### config.mk
export PLATFORM = sky130hd
export DESIGN_NAME = sar_adc_mux_control
export DESIGN_NICKNAME = d
export VERILOG_FILES = /design/src/hw/sar_ctrl_pkg.sv /design/src/hw/sar_adc_mux_control.sv
export VERILOG_INCLUDE_DIRS = /design/src /design/src/hw
export SDC_FILE = /design/constraint.sdc
export NUM_CORES = 1
export LEC_CHECK = 0
export ABC_CLOCK_PERIOD_IN_PS = 1500
export BUFFER_PORTS_ARGS = -buffer_cell sky130_fd_sc_hd__buf_2
export CORE_MARGIN = 5
export CORE_UTILIZATION = 48
export CTS_BUF_LIST = sky130_fd_sc_hd__clkbuf_16
export DETAILED_ROUTE_END_ITERATION = 8
export PLACE_DENSITY = 0.73
export SLEW_MARGIN = 20
export SYNTH_ARGS = -nofsm -noshare
export SYNTH_HDL_FRONTEND = slang
export SYNTH_SLANG_ARGS = --single-unit
### constraint.sdc
create_clock -name I_CLK -period 1.5 [get_ports I_CLK]
set_input_delay 0.075 -clock I_CLK [delete_from_list [all_inputs] [get_ports I_CLK]]
set_output_delay 0.075 -clock I_CLK [all_outputs]
set_load 0.02 [all_outputs]
### src/hw/sar_ctrl_cfg.svh
`ifndef SAR_CTRL_CFG_SVH
`define SAR_CTRL_CFG_SVH

// Result width and channel count
`define SAR_BITS 8
`define SAR_CHANNELS 8
`define SAR_SEL_BITS 3
// Clock periods per decided bit; 8 bits x 8 gives 64 per conversion
`define SAR_STEP_CYCLES 8
// Most clocks from start rise to end-of-conversion low
`define SAR_EOC_LOW_MAX 8
// Reset values
`define SAR_RESULT_RST 8'h00
`define SAR_CHAN_RST 3'h0
`define SAR_ONEHOT_RST 8'h01

`endif

### src/hw/sar_ctrl_pkg.sv
package sar_ctrl_pkg;
    // Sequencer states, Gray coded along idle -> armed -> trial -> done -> idle
    typedef enum logic [1:0] {
        ST_IDLE = 2'b00,
        ST_ARMED = 2'b01,
        ST_TRIAL = 2'b11,
        ST_DONE = 2'b10
    } seq_state_e;

    // Bus-side control inputs that travel together
    typedef struct packed {
        logic latch_strobe;
        logic start;
        logic out_enable;
        logic [2:0] chan_sel;
    } host_ctrl_s;
endpackage

### src/hw/sar_adc_mux_control.sv
`timescale 1ns/10ps
`include "sar_ctrl_cfg.svh"

module sar_adc_mux_control #(
    parameter int BITS = `SAR_BITS,
    parameter int STEP_CYCLES = `SAR_STEP_CYCLES
) (
    // Clock and reset
    input wire logic I_CLK,
    input wire logic I_RST_N,
    // Host control, sampled synchronously
    input wire sar_ctrl_pkg::host_ctrl_s I_CTRL,
    // Comparator: high when selected input is at or above trial level
    input wire logic I_CMP_GE,
    // Analog side
    output logic [`SAR_CHANNELS-1:0] O_CHAN_ONEHOT,
    output logic [BITS-1:0] O_TRIAL_CODE,
    // Completion and data pins
    output logic O_EOC,
    output logic [BITS-1:0] O_DATA,
    output logic [BITS-1:0] O_DATA_OE_N
);

    localparam int CW = $clog2(STEP_CYCLES);
    localparam int BW = $clog2(BITS);

    sar_ctrl_pkg::seq_state_e state, next_state;
    logic [BITS-1:0] approx_register, next_approx_register;
    logic [BITS-1:0] result, next_result;
    logic [BW-1:0] bit_idx, next_bit_idx;
    logic [CW-1:0] step_cnt, next_step_cnt;
    logic [`SAR_SEL_BITS-1:0] chan, next_chan;
    logic [`SAR_CHANNELS-1:0] chan_onehot, next_chan_onehot;
    logic eoc, next_eoc;
    logic oe_n, next_oe_n;
    logic prev_ale, prev_start;
    logic start_rise, start_fall, ale_rise;

    // Edge detection on synchronous host inputs
    assign start_rise = I_CTRL.start & ~prev_start;
    assign start_fall = ~I_CTRL.start & prev_start;
    assign ale_rise = I_CTRL.latch_strobe & ~prev_ale;

    // Channel latch and decode
    always_comb begin
        next_chan = chan;
        if (ale_rise) begin
            next_chan = I_CTRL.chan_sel;
        end
        next_chan_onehot = '0;
        next_chan_onehot[next_chan] = 1'b1;
    end

    // Sequencer: start rise clears, start fall launches
    always_comb begin
        next_state = state;
        next_approx_register = approx_register;
        next_result = result;
        next_bit_idx = bit_idx;
        next_step_cnt = step_cnt;
        next_eoc = eoc;
        if (start_rise) begin
            // Abandon any conversion in progress
            next_state = sar_ctrl_pkg::ST_ARMED;
            next_approx_register = '0;
            next_eoc = 1'b0;
        end else if (start_fall && state == sar_ctrl_pkg::ST_ARMED) begin
            // Launch: set MSB as first trial
            next_state = sar_ctrl_pkg::ST_TRIAL;
            next_bit_idx = BW'(BITS - 1);
            next_approx_register = '0;
            next_approx_register[BITS-1] = 1'b1;
            next_step_cnt = '0;
        end else begin
            unique case (state)
                sar_ctrl_pkg::ST_IDLE, sar_ctrl_pkg::ST_ARMED: begin
                end
                sar_ctrl_pkg::ST_TRIAL: begin
                    next_step_cnt = CW'(step_cnt + 1'b1);
                    if (step_cnt == CW'(STEP_CYCLES - 1)) begin
                        // Comparator strobed at end of each bit slot
                        next_approx_register[bit_idx] = I_CMP_GE;
                        if (bit_idx == '0) begin
                            next_state = sar_ctrl_pkg::ST_DONE;
                        end else begin
                            next_bit_idx = BW'(bit_idx - 1'b1);
                            next_approx_register[bit_idx-1'b1] = 1'b1;
                        end
                    end
                end
                sar_ctrl_pkg::ST_DONE: begin
                    // Data loads this edge, flag rises next edge
                    next_result = approx_register;
                    next_state = sar_ctrl_pkg::ST_IDLE;
                end
            endcase
            if (state == sar_ctrl_pkg::ST_IDLE && !eoc) begin
                next_eoc = 1'b1;
            end
        end
        next_oe_n = ~I_CTRL.out_enable;
    end

    // State registers
    always_ff @(posedge I_CLK) begin
        if (!I_RST_N) begin
            state <= sar_ctrl_pkg::ST_IDLE;
            approx_register <= '0;
            result <= `SAR_RESULT_RST;
            bit_idx <= '0;
            step_cnt <= '0;
            eoc <= 1'b0;
            oe_n <= 1'b1;
            chan <= `SAR_CHAN_RST;
            chan_onehot <= `SAR_ONEHOT_RST;
            prev_ale <= 1'b0;
            prev_start <= 1'b0;
        end else begin
            state <= next_state;
            approx_register <= next_approx_register;
            result <= next_result;
            bit_idx <= next_bit_idx;
            step_cnt <= next_step_cnt;
            eoc <= next_eoc;
            oe_n <= next_oe_n;
            chan <= next_chan;
            chan_onehot <= next_chan_onehot;
            prev_ale <= I_CTRL.latch_strobe;
            prev_start <= I_CTRL.start;
        end
    end

    // Outputs straight from flops; data always presented, enable gates pins
    assign O_EOC = eoc;
    assign O_DATA = result;
    assign O_DATA_OE_N = {BITS{oe_n}};
    assign O_CHAN_ONEHOT = chan_onehot;
    assign O_TRIAL_CODE = approx_register;

    // Checks
    property p_chan_latch;
        @(posedge I_CLK) disable iff (!I_RST_N)
        ale_rise |=> O_CHAN_ONEHOT == (8'h01 << $past(I_CTRL.chan_sel));
    endproperty
    a_chan_latch: assert property (p_chan_latch) else $error("channel not latched");
    property p_chan_hold;
        @(posedge I_CLK) disable iff (!I_RST_N)
        !ale_rise |=> $stable(chan);
    endproperty
    a_chan_hold: assert property (p_chan_hold) else $error("channel changed");
    // Decode always matches the latched code
    property p_chan_decode;
        @(posedge I_CLK) disable iff (!I_RST_N)
        1 |-> O_CHAN_ONEHOT == (8'h01 << chan);
    endproperty
    a_chan_decode: assert property (p_chan_decode) else $error("channel decode wrong");
    property p_clear;
        @(posedge I_CLK) disable iff (!I_RST_N)
        start_rise |=> approx_register == '0;
    endproperty
    a_clear: assert property (p_clear) else $error("approx not cleared");
    property p_launch;
        @(posedge I_CLK) disable iff (!I_RST_N)
        start_fall && state == sar_ctrl_pkg::ST_ARMED |=>
            state == sar_ctrl_pkg::ST_TRIAL && approx_register == 8'h80;
    endproperty
    a_launch: assert property (p_launch) else $error("no launch on fall");
    property p_eoc_low;
        @(posedge I_CLK) disable iff (!I_RST_N)
        start_rise |-> ##[1:8] !O_EOC;
    endproperty
    a_eoc_low: assert property (p_eoc_low) else $error("eoc late low");
    // Result lands while the flag is still low; a restart in that cycle drops it
    property p_load_before_eoc;
        @(posedge I_CLK) disable iff (!I_RST_N)
        state == sar_ctrl_pkg::ST_DONE && !start_rise |=>
            O_DATA == $past(approx_register) && !O_EOC;
    endproperty
    a_load_before_eoc: assert property (p_load_before_eoc) else $error("eoc order");
    // Comparator decides the bit under trial at the end of its slot
    property p_decide;
        @(posedge I_CLK) disable iff (!I_RST_N)
        state == sar_ctrl_pkg::ST_TRIAL && step_cnt == CW'(STEP_CYCLES - 1) && !start_rise |=>
            approx_register[$past(bit_idx)] == $past(I_CMP_GE);
    endproperty
    a_decide: assert property (p_decide) else $error("bit decision wrong");
    property p_total;
        @(posedge I_CLK) disable iff (!I_RST_N || start_rise)
        $rose(state == sar_ctrl_pkg::ST_TRIAL) |-> ##64 state == sar_ctrl_pkg::ST_DONE ##2 O_EOC;
    endproperty
    a_total: assert property (p_total) else $error("conversion length wrong");
    property p_eoc_during;
        @(posedge I_CLK) disable iff (!I_RST_N)
        state == sar_ctrl_pkg::ST_TRIAL |-> !O_EOC && $stable(O_DATA);
    endproperty
    a_eoc_during: assert property (p_eoc_during) else $error("eoc or data moved");
    property p_oe;
        @(posedge I_CLK) disable iff (!I_RST_N)
        1 |=> O_DATA_OE_N == {BITS{!$past(I_CTRL.out_enable)}};
    endproperty
    a_oe: assert property (p_oe) else $error("output enable wrong");

    c_full: cover property (p_total);
    c_restart: cover property (@(posedge I_CLK) state == sar_ctrl_pkg::ST_TRIAL && start_rise);
    c_read: cover property (@(posedge I_CLK) O_EOC && !O_DATA_OE_N[0]);
    c_chan7: cover property (@(posedge I_CLK) O_CHAN_ONEHOT[7]);

endmodule

==> results by stage <==
Setup path:
- The depth of the worst register-to-register path is 6.
- The worst register-to-register path begins at bit_idx[1].
- For this design, the slowest cell found on the critical path is sky130_fd_sc_hd__dfxtp_2.
- The worst setup path is launched from a flip-flop.
- Setup slack on the worst reg-to-reg path comes out at 0.006 ns.
- The critical path endpoint is O_TRIAL_CODE[7].
- The number of cells on the critical path is 6.
- The kind of critical path is flip-flop to flip-flop.
- The data arrival time of the critical path is 1.72 ns.
- Among cell families on the critical path, the largest total delay comes from compound AO/OA/AOI/OAI gates.
- Along the worst path, the maximum fanout reaches 4.
- Walking the worst path, the cells encountered are inv_4 -> ha_4 -> nand2b_4 -> mux2_4 -> o311ai_4 -> o2111a_1.
- The number of buffers and inverters on the critical path is 1.
- STA classifies the critical path endpoint as a flip-flop.
- Data on the critical path is required at its endpoint by 1.72 ns.
- The endpoint of the worst register-to-register path is O_TRIAL_CODE[7].
- The delay of the slowest cell on the worst path is 0.35 ns.
- The critical path starts at bit_idx[1].

Placement:
- The number of I/O port buffers is 41.
- Summing all placed instances gives a cell area of 2096 sq um.
- At the end of routability-driven placement, the weighted congestion stood at 0.8728.
- After legalization and detailed placement, the total HPWL measured 2.941 mm.
- Timing analysis after detailed placement gives a worst setup slack of -0.09762 ns.

Route:
- The post-route DRC violation count is 0.
- Dividing the detail-routed via count by the number of cells gives 5.205.
- For this run, the detailed router's first-pass iteration total came to 4.
- For this block, the routed nets add up to 4.285 mm of wire.
- Once detail routing completed, the nets flagged for antenna violations numbered 0.
- The count of routing violations after the opening detailed-route iteration is 88.
- The final routed wire length divided by cell count is 15.14 um.
- Across all layers, the routed design uses 1,473 vias.

Finish:
- The ratio of cells with drive above 1 in the final layout is 0.4000.
- Relative to the synthesized area, the layout overhead comes to 31.05%.
- After routing the design area is 2397 sq um.
- 0 antenna diodes ended up in the layout.
- Measured on the finished design, the core utilization comes to 0.6499.
- In the final design database the tool counted 247 nets.

Clocking:
- CTS placed an instance of sky130_fd_sc_hd__clkbuf_16 at the clock tree root.
- The TritonCTS sink count is 39.
- The CTS clock-pin slew for the worst setup and hold paths is 0.06 ns.
- The maximum buffer depth of the clock tree is 2.
- The clock insertion delay at the later pin of the skew report is 0.28 ns.
- TritonCTS built the clock tree.
- The number of CTS-inserted buffers is 5.
- In this run the number of H-tree levels came out at 2.

Power and ir drop:
- Summed over all cells, the static leakage comes to 1.041 nW.
- Across the VDD grid, the largest voltage drop is 0.0008074 V.
- For this design the ratio of total power to cell area is 1104 nW/um^2.

Synthesis:
- Yosys instantiated no cell more often than sky130_fd_sc_hd__dfxtp_1.
- The number of warnings issued by yosys is 0.
- A synthesized cell averages 9.835 sq um.
- The biggest area contributor in the post-synthesis netlist is sky130_fd_sc_hd__dfxtp_1.
- Counting flops with an async set or reset pin after synthesis yields a share of 0.
- For this run, the register share of the synthesized area comes to 0.4268.
- In this run, synthesis produced a sequential element count of 39.
- Synthesis produced a netlist whose cell count is 186.
- The summed instance area of the synthesized netlist is 1829 sq um.
- The synthesized netlist contains 42 unique library cells.
- The number of nets in the synthesized netlist is 199.
- By area the synthesized netlist is led by sky130_fd_sc_hd__dfxtp_1, sky130_fd_sc_hd__mux2i_1, sky130_fd_sc_hd__nor2b_1.
- In the synthesized netlist the dominant register cell turns out to be sky130_fd_sc_hd__dfxtp_1.
- By count the netlist is led by sky130_fd_sc_hd__dfxtp_1, sky130_fd_sc_hd__mux2i_1, sky130_fd_sc_hd__nand3_1.
- The proportion of netlist area held by the largest area contributor is 0.4268.
- Counting flops with a built-in enable in the synthesized netlist gives 0.

STA:
- Across the routed clock network, the largest skew measured is 0.002486 ns.
- The smallest clock period supported by the final layout is computed as 1.494 ns.
- The final worst-path cycle share is 0.9959.
- The final-report max-slew violation count is 0.
- The achievable clock frequency is 0.6694 GHz.
- For the pin with the worst max-slew slack, the measured transition is 0.3164 ns.
- The number of endpoints failing setup at the final stage is 0.
- Setup repair after global routing could not meet its margin everywhere.
- The worst slack on hold paths is 0.04706 ns.
- The least setup slack across all paths after layout is 0.006156 ns.
- The worst slew margin relative to its limit is 0.7885.
- The count of endpoints failing hold in the final timing report is 0.

GRT:
- The number of global-route vias before repair was 1,456.
- The first global-routing pass estimated 6.906 mm of wire.
- The overall routing resource usage is 0.1730.
- The pin count of the biggest net entering global routing is 19.
- The number of antenna violations at the first check in global routing is 0.
- Summed over all layers, the global routing overflow is 0.

Floorplanning:
- The floorplan step set the die width to 71.73 um.
- The height of the die is 71.73 um.
- The effective utilization at floorplan is 0.4959.
- The initialized floorplan defines 22 standard-cell rows.
- For this design the top-level I/O count stands at 42.
- The floorplan step defined a die boundary enclosing 5145 sq um.
- The standard cell core area is 3689 sq um.

Run status:
- The flow ran to the end, and the final reports show no timing, DRC or antenna violations.

Flow run:
- Max-cap violations in this run came to 0.

Hold path:
- The worst hold-check path type is primary input to flip-flop.
## layout make-up
class / instances / area [sq um]
inverter: 4 / 17.52
tap: 48 / 60.06
clock buffer: 5 / 125.1
clock inverter: 3 / 63.81
multi-input combinational: 124 / 992.2
timing repair buffer: 60 / 350.3
sequential: 39 / 788.3
fill: 287 / 1291
## worst min-delay path by stage
| stage | start | endpoint | slack, ns | cells after the start |
|---|---|---|---|---|
| after floorplan | I_CTRL[3] | oe_n | 0.14 | 1 |
| after global placement | I_CTRL[3] | oe_n | 0.25 | 2 |
| after detailed placement | I_CTRL[3] | oe_n | 0.26 | 2 |
| after CTS | I_CTRL[5] | prev_ale | 0.05 | 2 |
| after global routing | I_CTRL[5] | prev_ale | 0.06 | 2 |
| final | I_CTRL[5] | prev_ale | 0.05 | 2 |
## placed cells by master, fill, tap and decap left out, drive strengths merged, types with 3 or more instances in the layout
| cell type | count |
|---|---|
| nor3 | 6 |
| nand2 | 9 |
| nor2 | 7 |
| mux2i | 19 |
| clkbuf | 5 |
| nor2b | 11 |
| dfxtp | 39 |
| and3 | 7 |
| buf | 59 |
| ha | 4 |
| a21oi | 11 |
| and2 | 3 |
| nand3 | 14 |
| inv | 5 |
| nand2b | 7 |
| nand4 | 4 |
## where the power goes
part | internal (mW) | switching, mW
registers | 1.06 | 0.0175
clock network | 0.946 | 0.398
logic | 0.0941 | 0.129
## stage by stage
step                      setup TNS [ns]  instances  power (mW)
after global placement           -0.1370        273       1.308
after detailed placement         -0.3079        273       1.311
after floorplan                        0        186       1.248
after CTS                      -0.001826        282       2.657
final                                  0        283       2.647
after global routing            -0.05991        283       2.727
## state kept, by name, indices dropped and copies added (netlist names)
register	flops
O_TRIAL_CODE	8
prev_start	1
O_CHAN_ONEHOT	8
state	2
chan	3
oe_n	1
step_cnt	3
prev_ale	1
bit_idx	3
O_EOC	1
O_DATA	8
## per-layer routing
layer  track usage  share of wire
met1        0.2235           0.45
met2        0.2745           0.47
met3       0.04909          0.064
met4       0.06263          0.016
met5             0              0
## logic make-up (layout without fill, tap and decap cells)
| logic type | after synthesis | count (layout) | synth area share |
|---|---|---|---|
| AOI/OAI and AO/OA | 20 | 20 | 0.07182 |
| xor gates and xnor gates | 2 | 2 | 0.009578 |
| adders and majority gates | 5 | 5 | 0.03283 |
| buffers and inverters | 23 | 72 | 0.07798 |
| DFF | 39 | 39 | 0.4268 |
| muxes | 21 | 21 | 0.1183 |
| and+or+nand+nor | 76 | 76 | 0.2627 |
## repair_timing
item                       CTS  global route
gates resized for setup      9            12
setup endpoints to repair    9            14
hold buffers                 1             0
pin swaps                    2             5
hold endpoints to repair     1             0
buffers inserted             0             1
(Power assumes the default switching activity.)
